<file path="config.mk">
export PLATFORM = sky130hd
export DESIGN_NAME = timer_ext_reset_source_select
export DESIGN_NICKNAME = d
export VERILOG_FILES = /design/src/hw/timer_reset_select_pkg.sv /design/src/hw/bit_synchronizer.sv /design/src/hw/reset_source_mux.sv /design/src/hw/timer_ext_reset_source_select.sv
export VERILOG_INCLUDE_DIRS = /design/src /design/src/hw
export SDC_FILE = /design/constraint.sdc
export NUM_CORES = 1
export LEC_CHECK = 0
export ABC_AREA = 1
export BUFFER_PORTS_ARGS = -buffer_cell sky130_fd_sc_hd__clkbuf_2
export CORE_ASPECT_RATIO = 2
export CORE_MARGIN = 4
export CORE_UTILIZATION = 40
export DETAILED_ROUTE_END_ITERATION = 12
export GPL_TIMING_DRIVEN = 0
export PLACE_DENSITY_LB_ADDON = 0.05
export REMOVE_ABC_BUFFERS = 1
export SYNTH_ARGS = -nofsm -noshare
export SYNTH_HDL_FRONTEND = slang
export SYNTH_SLANG_ARGS = --single-unit
</file>
<file path="constraint.sdc">
create_clock -name core_clk_in -period 2 [get_ports core_clk_in]
set_input_delay 0.2 -clock core_clk_in [delete_from_list [all_inputs] [get_ports core_clk_in]]
set_output_delay 0.2 -clock core_clk_in [all_outputs]
set_load 0.02 [all_outputs]
</file>
<file path="src/hw/timer_reset_select_params.svh">
// Offsets, field layout, reset values and codes of the external reset selector
`ifndef TIMER_RESET_SELECT_PARAMS_SVH
`define TIMER_RESET_SELECT_PARAMS_SVH

// Register byte addresses on the APB slave
`define FIRST_TIMER_RESET_SOURCE_SELECT_ADDR 12'h000
`define SECOND_TIMER_RESET_SOURCE_SELECT_ADDR 12'h004
`define THIRD_TIMER_RESET_SOURCE_SELECT_ADDR 12'h008
`define SELECTOR_STATUS_ADDR 12'h00C

// Field layout
`define RESET_SOURCE_FIELD_LSB 0
`define RESET_SOURCE_FIELD_WIDTH 4
`define RESET_SOURCE_FIELD_RESET 4'h0

// Source codes
`define CODE_PIN 4'h0
`define CODE_COMP_ONE 4'h1
`define CODE_COMP_TWO 4'h2
`define CODE_CCP_ONE 4'h3
`define CODE_CCP_TWO 4'h4
`define CODE_FIRST_TIMER 4'h5
`define CODE_SECOND_TIMER 4'h6
`define CODE_THIRD_TIMER 4'h7
`define CODE_ZERO_CROSS 4'h8
`define CODE_LOGIC_ONE 4'h9
`define CODE_LOGIC_TWO 4'hA
`define CODE_LOGIC_THREE 4'hB
`define CODE_LOGIC_FOUR 4'hC
`define CODE_PWM_THREE 4'hD
`define CODE_PWM_FOUR 4'hE
`define CODE_RESERVED 4'hF

`endif

</file>
<file path="src/hw/timer_reset_select_pkg.sv">
// Types shared by the external reset selector
package timer_reset_select_pkg;
    typedef logic [3:0] reset_source_field_type;
    typedef enum logic [1:0] {
        APB_IDLE = 2'b00,
        APB_ACCESS = 2'b01
    } apb_phase_type;
endpackage

</file>
<file path="src/hw/bit_synchronizer.sv">
// Two-flop synchroniser for a vector of independent levels
`timescale 1ns/100ps
`default_nettype none
module bit_synchronizer #(
    parameter int WIDTH = 1
) (
    // Clock and reset
    input wire logic core_clk_in,
    input wire logic resetn_in,
    input wire logic clk_enable_in,
    // Data
    input wire logic [WIDTH-1:0] async_in,
    output logic [WIDTH-1:0] synced_out
);
    logic [WIDTH-1:0] first_stage;

    initial begin
        if (WIDTH < 1) begin
            $error("bit_synchronizer: WIDTH must be at least 1");
        end
    end

    always_ff @(posedge core_clk_in or negedge resetn_in) begin
        if (!resetn_in) begin
            first_stage <= '0;
            synced_out <= '0;
        end else if (clk_enable_in) begin
            first_stage <= async_in;
            synced_out <= first_stage;
        end
    end
endmodule
`default_nettype wire

</file>
<file path="src/hw/reset_source_mux.sv">
// Per-timer decode of the reset source field into one external reset level
`timescale 1ns/100ps
`default_nettype none
`include "timer_reset_select_params.svh"
module reset_source_mux #(
    parameter int OWN_INDEX = 0
) (
    // Selection
    input wire timer_reset_select_pkg::reset_source_field_type reset_source_field_in,
    // Sources: pin, comparators, ccp, timers, zero cross, logic cells, pwm
    input wire logic pin_in,
    input wire logic comparator_one_synced_in,
    input wire logic comparator_two_synced_in,
    input wire logic capture_compare_one_output_in,
    input wire logic capture_compare_two_output_in,
    input wire logic [2:0] timer_postscaled_in,
    input wire logic zero_cross_output_in,
    input wire logic [3:0] logic_cell_output_in,
    input wire logic pwm_three_output_in,
    input wire logic pwm_four_output_in,
    // Result
    output logic ext_reset_out,
    output logic reserved_out
);
    import timer_reset_select_pkg::*;

    initial begin
        if (OWN_INDEX < 0 || OWN_INDEX > 2) begin
            $error("reset_source_mux: OWN_INDEX must be 0, 1 or 2");
        end
    end

    // Own postscaled output is never offered back to the same timer
    wire logic [2:0] timer_allowed = ~(3'h1 << OWN_INDEX);
    wire logic [1:0] timer_sel = 2'(reset_source_field_in - `CODE_FIRST_TIMER);
    wire logic is_timer_code = (reset_source_field_in >= `CODE_FIRST_TIMER) &&
                               (reset_source_field_in <= `CODE_THIRD_TIMER);
    wire logic self_code = is_timer_code && !timer_allowed[timer_sel];
    wire logic [1:0] cell_sel = 2'(reset_source_field_in - `CODE_LOGIC_ONE);

    always_comb begin
        ext_reset_out = 1'b0;
        case (reset_source_field_in)
            `CODE_PIN: ext_reset_out = pin_in;
            `CODE_COMP_ONE: ext_reset_out = comparator_one_synced_in;
            `CODE_COMP_TWO: ext_reset_out = comparator_two_synced_in;
            `CODE_CCP_ONE: ext_reset_out = capture_compare_one_output_in;
            `CODE_CCP_TWO: ext_reset_out = capture_compare_two_output_in;
            `CODE_FIRST_TIMER, `CODE_SECOND_TIMER, `CODE_THIRD_TIMER: begin
                ext_reset_out = timer_postscaled_in[timer_sel] & !self_code;
            end
            `CODE_ZERO_CROSS: ext_reset_out = zero_cross_output_in;
            `CODE_LOGIC_ONE, `CODE_LOGIC_TWO, `CODE_LOGIC_THREE, `CODE_LOGIC_FOUR: begin
                ext_reset_out = logic_cell_output_in[cell_sel];
            end
            `CODE_PWM_THREE: ext_reset_out = pwm_three_output_in;
            `CODE_PWM_FOUR: ext_reset_out = pwm_four_output_in;
            default: ext_reset_out = 1'b0;
        endcase
    end

    assign reserved_out = self_code || (reset_source_field_in == `CODE_RESERVED);
endmodule
`default_nettype wire

</file>
<file path="src/hw/timer_ext_reset_source_select.sv">
// External reset source selector for three auto-reload timers, with APB registers
//
// Register access over APB and the register addresses were decided locally.
`timescale 1ns/100ps
`default_nettype none
`include "timer_reset_select_params.svh"
module timer_ext_reset_source_select #(
    parameter int TIMER_COUNT = 3,
    parameter int PIN_COUNT = 8
) (
    // Clock, reset, enable
    input wire logic core_clk_in,
    input wire logic resetn_in,
    input wire logic clk_enable_in,
    // APB slave
    input wire logic psel_in,
    input wire logic penable_in,
    input wire logic pwrite_in,
    input wire logic [11:0] paddr_in,
    input wire logic [31:0] pwdata_in,
    input wire logic [3:0] pstrb_in,
    output logic [31:0] prdata_out,
    output logic pready_out,
    output logic pslverr_out,
    // Pin source: pins and the timer input pin-select setting
    input wire logic [PIN_COUNT-1:0] input_pins_in,
    input wire logic [$clog2(PIN_COUNT)-1:0] timer_input_pin_select_in,
    // On-chip sources, same clock
    input wire logic comparator_one_synced_in,
    input wire logic comparator_two_synced_in,
    input wire logic capture_compare_one_output_in,
    input wire logic capture_compare_two_output_in,
    input wire logic first_timer_postscaled_in,
    input wire logic second_timer_postscaled_in,
    input wire logic third_timer_postscaled_in,
    input wire logic zero_cross_output_in,
    input wire logic logic_cell_one_output_in,
    input wire logic logic_cell_two_output_in,
    input wire logic logic_cell_three_output_in,
    input wire logic logic_cell_four_output_in,
    input wire logic pwm_three_output_in,
    input wire logic pwm_four_output_in,
    // External resets, one per timer
    output logic [TIMER_COUNT-1:0] timer_ext_reset_out
);
    import timer_reset_select_pkg::*;

    initial begin
        if (TIMER_COUNT != 3) begin
            $error("timer_ext_reset_source_select: TIMER_COUNT must be 3");
        end
        if (PIN_COUNT < 2) begin
            $error("timer_ext_reset_source_select: PIN_COUNT must be at least 2");
        end
    end

    reset_source_field_type reset_source_field [TIMER_COUNT];
    logic [PIN_COUNT-1:0] pins_synced;
    logic [TIMER_COUNT-1:0] next_ext_reset;
    logic [TIMER_COUNT-1:0] reserved_now;
    logic [TIMER_COUNT-1:0] next_reserved;
    logic [TIMER_COUNT-1:0] reserved_seen;

    // Pins come from outside the clock domain
    bit_synchronizer #(
        .WIDTH(PIN_COUNT)
    ) pin_sync (
        .core_clk_in(core_clk_in),
        .resetn_in(resetn_in),
        .clk_enable_in(clk_enable_in),
        .async_in(input_pins_in),
        .synced_out(pins_synced)
    );

    wire logic selected_pin = pins_synced[timer_input_pin_select_in];
    wire logic [2:0] postscaled = {third_timer_postscaled_in, second_timer_postscaled_in,
                                   first_timer_postscaled_in};
    wire logic [3:0] cells = {logic_cell_four_output_in, logic_cell_three_output_in,
                              logic_cell_two_output_in, logic_cell_one_output_in};

    genvar t;
    generate
        for (t = 0; t < TIMER_COUNT; t++) begin : g_timer
            reset_source_mux #(
                .OWN_INDEX(t)
            ) mux (
                .reset_source_field_in(reset_source_field[t]),
                .pin_in(selected_pin),
                .comparator_one_synced_in(comparator_one_synced_in),
                .comparator_two_synced_in(comparator_two_synced_in),
                .capture_compare_one_output_in(capture_compare_one_output_in),
                .capture_compare_two_output_in(capture_compare_two_output_in),
                .timer_postscaled_in(postscaled),
                .zero_cross_output_in(zero_cross_output_in),
                .logic_cell_output_in(cells),
                .pwm_three_output_in(pwm_three_output_in),
                .pwm_four_output_in(pwm_four_output_in),
                .ext_reset_out(next_ext_reset[t]),
                .reserved_out(reserved_now[t])
            );
        end
    endgenerate

    // APB decode: single-cycle access phase, zero wait states
    wire logic access = psel_in && penable_in;
    wire logic [1:0] word_index = paddr_in[3:2];
    wire logic addr_hit = (paddr_in[11:4] == 8'h00) && (paddr_in[1:0] == 2'h0);
    wire logic is_field_reg = addr_hit && (word_index != 2'h3);
    wire logic is_status_reg = addr_hit && (word_index == 2'h3);
    wire logic bad_access = !addr_hit || (is_status_reg && pwrite_in);
    // A setup cycle lost to a low enable is answered late, so no transfer can hang
    wire logic answer_now = psel_in && (!penable_in || !pready_out);
    wire logic field_write = access && pready_out && pwrite_in && is_field_reg && pstrb_in[0];
    wire reset_source_field_type write_field =
        pwdata_in[`RESET_SOURCE_FIELD_LSB +: `RESET_SOURCE_FIELD_WIDTH];
    // Status shows which timers currently hold a reserved code
    assign next_reserved = reserved_now;

    logic [31:0] next_rdata;
    always_comb begin
        next_rdata = 32'h0000_0000;
        if (is_field_reg) begin
            next_rdata[`RESET_SOURCE_FIELD_LSB +: `RESET_SOURCE_FIELD_WIDTH] =
                reset_source_field[word_index]; // upper bits stay zero
        end else if (is_status_reg) begin
            next_rdata[TIMER_COUNT-1:0] = reserved_seen;
        end
    end

    always_ff @(posedge core_clk_in or negedge resetn_in) begin
        if (!resetn_in) begin
            for (int i = 0; i < TIMER_COUNT; i++) begin
                reset_source_field[i] <= `RESET_SOURCE_FIELD_RESET;
            end
        end else if (clk_enable_in && field_write) begin
            reset_source_field[word_index] <= write_field;
        end
    end

    always_ff @(posedge core_clk_in or negedge resetn_in) begin
        if (!resetn_in) begin
            prdata_out <= 32'h0000_0000;
            pready_out <= 1'b0;
            pslverr_out <= 1'b0;
        end else if (clk_enable_in) begin
            // Answer in the setup cycle so pready is high at the first access edge
            pready_out <= answer_now;
            pslverr_out <= answer_now && bad_access;
            prdata_out <= (answer_now && !pwrite_in) ? next_rdata : 32'h0000_0000;
        end
    end

    // Registered outputs cost one cycle of latency on the reset path
    always_ff @(posedge core_clk_in or negedge resetn_in) begin
        if (!resetn_in) begin
            timer_ext_reset_out <= '0;
            reserved_seen <= '0;
        end else if (clk_enable_in) begin
            timer_ext_reset_out <= next_ext_reset;
            reserved_seen <= next_reserved;
        end
    end
endmodule
`default_nettype wire

</file>
==> qor.csv, run 1 <==
metric;value;unit
RSZ-0062 raised after global routing;false;
first-pass GRT wire length;12650;um
cts repair resizes;0;
Seq/Total Area, Yosys;0.3426;
Hold Fails Final Rpt;0;
Root Buffer;clkbuf_16;
post-CTS setup buffer count;0;
DR top layer;met4;
register area;1003;um2
WL met3;337;um
DRC;0;
setup TNS;0;ns
worst hold path class;in -> async;
placer congestion estimate;0.9430;
Avg Vias per Cell;4.742;
LEAKAGE;1.843;nW
synth warn;0;
most common cell after layout, fill and taps aside;nand2_1;
nature of the critical path endpoint;flip-flop;
H-tree depth;2;
critical-path maximum fanout;9;
die outline width;68.43;um
I/O pin count;116;
Clock transition at path regs;0.06;ns
crit start category;flip-flop;
Fin Clk Skew;0.007441;ns
die height;128.9;um
Peak VDD IR;0.3505;mV
max_slew headroom;0.3277;
layout cell share with drive strength beyond 1;0.1615;
area grow syn2layout;13.45;%
Slew @ Worst Pin;1.008;ns
Detailed Routing Iterations Pass 1;5;
clock sinks;40;
I/O Buffers;56;
status;completed;
initial antenna violation count;0;
Fillers;771;
Synth Instances;428;
routed length on met2;4301;um
Avg Inst Size Synth;6.826;um2
die area;8818;um2
Netlist cell types;29;
Crit Path Category;reg -> reg;
WP data required;2.17;ns
clock buffer depth;2;
ANT cells;0;
antenna-violating nets left;0;
minimum clock period;1.788;ns
synthesized flop and latch total;40;
critical path arrival;1.96;ns
footprint of the multi-input gates;1582;um2
gr ovfl total;0;
Util after Layout;0.4703;
worst skew pair latency;0.28;ns
final setup vio count;0;
CTS tree;yes;
vias in the first global route;2677;
Pwr Density;593.0;nW/um2
Initial Util;0.4145;
Max Cap Viol;0;
CTS hold repair buffers;0;
wire per inst;13.26;um
Core Box Area;7048;um2
DRT Wirelength;7598;um
most frequent cells in the layout;148 x nand2_1, 56 x clkbuf_2, 45 x inv_1;
largest net degree at the start of global routing;41;
overall global routing resource usage;0.1896;
Final Max Tran Viols;0;
final net count;577;
vias;2717;
Starting DRT DRC Count;138;
total power;1.965;mW
Post-Syn Area;2922;um2
Site Rows;43;
DPL Wire Length;6228;um
number of CTS-inserted buffers;5;
Tcrit/Tclk final;0.8939;
DRT met1 WL;2704;um
Max Clk Rate;559.4;MHz
## registers in the layout, indices dropped and copies added (netlist names)
register / count
reset_source_field: 12
pin_sync.first_stage: 8
pin_sync.synced_out: 8
prdata_out: 4
reserved_seen: 3
timer_ext_reset_out: 3
pready_out: 1
pslverr_out: 1
## power by group
part | total (mW) | switching [mW] | internal, mW
combinational | 0.295 | 0.207 | 0.0876
clock | 0.790 | 0.330 | 0.460
sequential | 0.881 | 0.0223 | 0.858
## kinds of logic after synthesis
family                   synth area share
AND/OR/NAND/NOR                    0.3615
AO/OA/AOI/OAI                     0.07238
other                            0.001284
buffers and inverters              0.1507
adder cells (fa/ha/maj)           0.06852
flip-flops                         0.3426
XOR/XNOR                         0.002998
## metal layers
layer  vias to the layer above  GRT usage
li1                       1403          -
met1                      1213     0.2000
met2                        84     0.3549
met3                        17    0.02533
met4                         0    0.07972
met5                         -          0
## final cells by class
cell class              count  share of cell area
flip-flops and latches     40              0.3028
repair buffers             56             0.08456
clock buffers               5             0.03775
inverters                  51             0.05814
multi-input cells         328              0.4772
well taps                  90             0.03398
clock inverters             3            0.005663
## worst paths after layout
path,startpoint,endpoint,slack (ns),cells after the start
max,reset_source_field[4],timer_ext_reset_out[1],0.21,10
min,resetn_in,pin_sync.synced_out[7],0.08,1
max reg2reg,reset_source_field[4],timer_ext_reset_out[1],0.21,10
min reg2reg,pin_sync.first_stage[1],pin_sync.first_stage[1],0.47,2
max in group asynchronous,resetn_in,reset_source_field[0],1.24,1
min in group core_clk_in,input_pins_in[4],pin_sync.first_stage[4],0.13,3
## metrics by stage
stage          cell area (um2)  setup WS (ns)  instances  hold slack [ns]
2_1_floorplan             2775         0.4450        419         -0.09559
3_3_place_gp              3168        0.02276        565           0.4064
3_5_place_dp              3168        0.04251        565           0.4101
4_1_cts                   3312        0.09004        573           0.1140
5_1_grt                   3314      0.0008060        573           0.1385
6_report                  3314         0.2123        573          0.08310
## cell usage after synthesis
| cell | n | share of area |
|---|---|---|
| o22ai_1 | 2 | 0.0043 |
| buf_4 | 29 | 0.075 |
| nor3_4 | 1 | 0.0056 |
| a221oi_1 | 2 | 0.0060 |
| o31ai_1 | 1 | 0.0026 |
| a31oi_1 | 3 | 0.0064 |
| nand4_4 | 1 | 0.0073 |
| xnor2_1 | 1 | 0.0030 |
| clkbuf_1 | 4 | 0.0051 |
| a21oi_1 | 6 | 0.010 |
| o21ai_1 | 16 | 0.027 |
| nand3_4 | 1 | 0.0060 |
| nand4_1 | 6 | 0.013 |
| nand3_2 | 1 | 0.0034 |
| clkinv_2 | 1 | 0.0017 |
| inv_1 | 45 | 0.058 |
| nor3_1 | 1 | 0.0017 |
| nor2_4 | 1 | 0.0039 |
| nor3b_1 | 4 | 0.010 |
| dfrtp_1 | 40 | 0.34 |
| nand2_1 | 148 | 0.19 |
| nor2_2 | 1 | 0.0021 |
| buf_2 | 3 | 0.0051 |
| nand3_1 | 39 | 0.067 |
| ha_1 | 16 | 0.069 |
| nor2_1 | 40 | 0.051 |
| conb_1 | 1 | 0.0013 |
| o21ai_0 | 9 | 0.015 |
| inv_2 | 5 | 0.0064 |
## worst max-delay path, stage by stage (launching register included)
cell and delay, ns:
dfrtp_1 0.50, inv_1 0.21, ha_1 0.28, nor2_1 0.09, nand2_1 0.07, nand2_1 0.06, nand2_1 0.05, a21oi_1 0.17
nand3_1 0.12, nand2_1 0.07, nand2_1 0.06
(Power assumes the default switching activity.)
==> run 2: changes to the inputs <==
--- a/config.mk
+++ b/config.mk
@@ -9,7 +9,7 @@
 export ABC_AREA = 1
 export BUFFER_PORTS_ARGS = -buffer_cell sky130_fd_sc_hd__clkbuf_2
 export CORE_ASPECT_RATIO = 2
-export CORE_MARGIN = 4
+export CORE_MARGIN = 3
 export CORE_UTILIZATION = 40
 export DETAILED_ROUTE_END_ITERATION = 12
 export GPL_TIMING_DRIVEN = 0
==> run 2 against run 1 <==
Compared with the run above:
- sequential share of layout area decreased by 0.36 points
- die area decreased by 4.4%
- clock power increased by 13%
- non-clock buffer count increased by 3
- worst setup slack got worse by 0.059 ns
- global-route usage about the same
- critical endpoint is now timer_ext_reset_out[2]
- largest cell class unchanged
==> qor.csv, run 2 (same netlist as run 1, synthesis figures left out) <==
metric;value;unit
status;completed;
most frequent cells in the layout;148 x nand2_1, 56 x clkbuf_2, 45 x inv_1;
RSZ-0062 raised after global routing;false;
Detailed Routing Iterations Pass 1;4;
nature of the critical path endpoint;flip-flop;
Peak VDD IR;0.4507;mV
most common cell after layout, fill and taps aside;nand2_1;
critical-path maximum fanout;7;
vias;2741;
max reg flops;12;
crit path from;reset_source_field[0];
first-pass GRT wire length;12170;um
Slew @ Worst Pin;0.9950;ns
Worst Hold Slack;0.08100;ns
Core Box Area;6994;um2
minimum clock period;1.847;ns
RR Startpoint;reset_source_field[0];
I/O Buffers;56;
die area;8427;um2
DRT Wirelength;7633;um
sw frac;0.2576;
DP Cell Count;565;
die outline width;66.43;um
Hold Fails Final Rpt;0;
Tcrit/Tclk final;0.9235;
LEAKAGE;1.865;nW
clock buffer depth;2;
ANT cells;0;
switching pwr;532.0;uW
H-tree depth;2;
non-filler instance count after layout;576;
Top reg by flops;reset_source_field;
critical path arrival;2.02;ns
WP data required;2.18;ns
crit start category;flip-flop;
worst skew pair latency;0.28;ns
I/O pin count;116;
Starting DRT DRC Count;131;
area grow syn2layout;14.95;%
sequential group share of total power;0.427;
vias in the first global route;2648;
number of CTS-inserted buffers;5;
wire per inst;13.25;um
Root Buffer;clkbuf_16;
Max Clk Rate;541.4;MHz
Comb pwr share;0.142;
setup TNS;0;ns
Fillers;755;
Initial Util;0.4177;
die height;126.9;um
design area;3358;um2
Pwr Density;614.8;nW/um2
clock sinks;40;
Fin Clk Skew;0.007008;ns
antenna-violating nets left;0;
DRC;0;
DPL Wire Length;6197;um
worst hold path class;in -> async;
CTS tree;yes;
total power;2.065;mW
CTS hold repair buffers;0;
overall global routing resource usage;0.1900;
Site Rows;43;
final net count;580;
max_slew headroom;0.3366;
layout cell share with drive strength beyond 1;0.1667;
Crit Path Category;reg -> reg;
initial antenna violation count;0;
Clock transition at path regs;0.06;ns
final setup vio count;0;
Clock power frac;0.431;
Max Cap Viol;0;
gr ovfl total;0;
placer congestion estimate;0.9094;
Final Max Tran Viols;0;
top flop regs;reset_source_field x12, pin_sync.first_stage x8, pin_sync.synced_out x8;
Post-Place Cell Area;3168;um2
largest net degree at the start of global routing;41;
Avg Vias per Cell;4.759;
Int Pwr;1.533;mW
[run 2: changes by cell type in the layout (fill, tap and decap cells not counted)]
| cell | before | now |
|---|---|---|
| dfrtp_2 | 2 | 3 |
| clkbuf_1 | 0 | 1 |
| clkinv_4 | 1 | 0 |
| clkinv_2 | 3 | 2 |
| dfrtp_1 | 38 | 37 |
| bufinv_16 | 0 | 1 |
| buf_4 | 0 | 3 |
[run 2: final timing paths]
path / end / slack, ns / cells past startpoint
max: timer_ext_reset_out[2] / 0.15 / 10
min: pin_sync.synced_out[7] / 0.08 / 1
max reg2reg: timer_ext_reset_out[2] / 0.15 / 10
min reg2reg: pin_sync.first_stage[4] / 0.47 / 2
max in group asynchronous: reset_source_field[4] / 1.25 / 1
min in group core_clk_in: pin_sync.first_stage[4] / 0.12 / 3
[run 2: critical path, stage by stage, from the launching register on]
cell and delay [ns]:
dfrtp_2 0.47, inv_1 0.20, ha_1 0.29, inv_1 0.13, nand3_1 0.16, nand3_1 0.13, nand2_1 0.05, nor2_1 0.13
nand2_1 0.07, nand2_1 0.06, nand2_1 0.05
[run 2: metrics by stage]
step / setup slack [ns] / utilization
2_1_floorplan: 0.4450 / -
3_3_place_gp: 0.003640 / 0.4530
3_5_place_dp: -0.002653 / 0.4530
4_1_cts: 0.06455 / 0.4766
5_1_grt: 0.01460 / 0.4801
6_report: 0.1530 / 0.4801
[run 2: area by class of cell]
cell class                 count  area [um2]  area share
multi-input combinational    328        1582      0.4709
clock buffer                   6       128.9     0.03838
timing repair buffer          59       302.8     0.09016
tap                           90       112.6     0.03353
clock inverter                 2       35.03     0.01043
inverter                      51       192.7     0.05738
sequential                    40        1005      0.2992
[run 2: layer usage]
layer | vias to the layer above | wire length (um) | GRT usage
met1 | 1261 | 2779 | 0.1842
met2 | 58 | 4295 | 0.3609
met5 | - | 0 | 0
li1 | 1403 | - | -
met4 | 0 | 324 | 0.1018
met3 | 19 | 234 | 0.03189
[run 2: repair_timing]
item / in CTS / in global routing
endpoints found under the setup margin: 1 / 3
gates resized for setup: 1 / 2
pin swaps: 0 / 0
setup buffers: 0 / 3
[run 2: power by group through the flow]
stage	combinational (mW)	sequential, mW	clock (mW)
4_1_cts	0.296	0.883	0.921
5_1_grt	0.332	0.887	0.944
2_1_floorplan	0.154	0.907	0
6_report	0.293	0.882	0.890
3_5_place_dp	0.295	0.897	0
3_3_place_gp	0.291	0.896	0
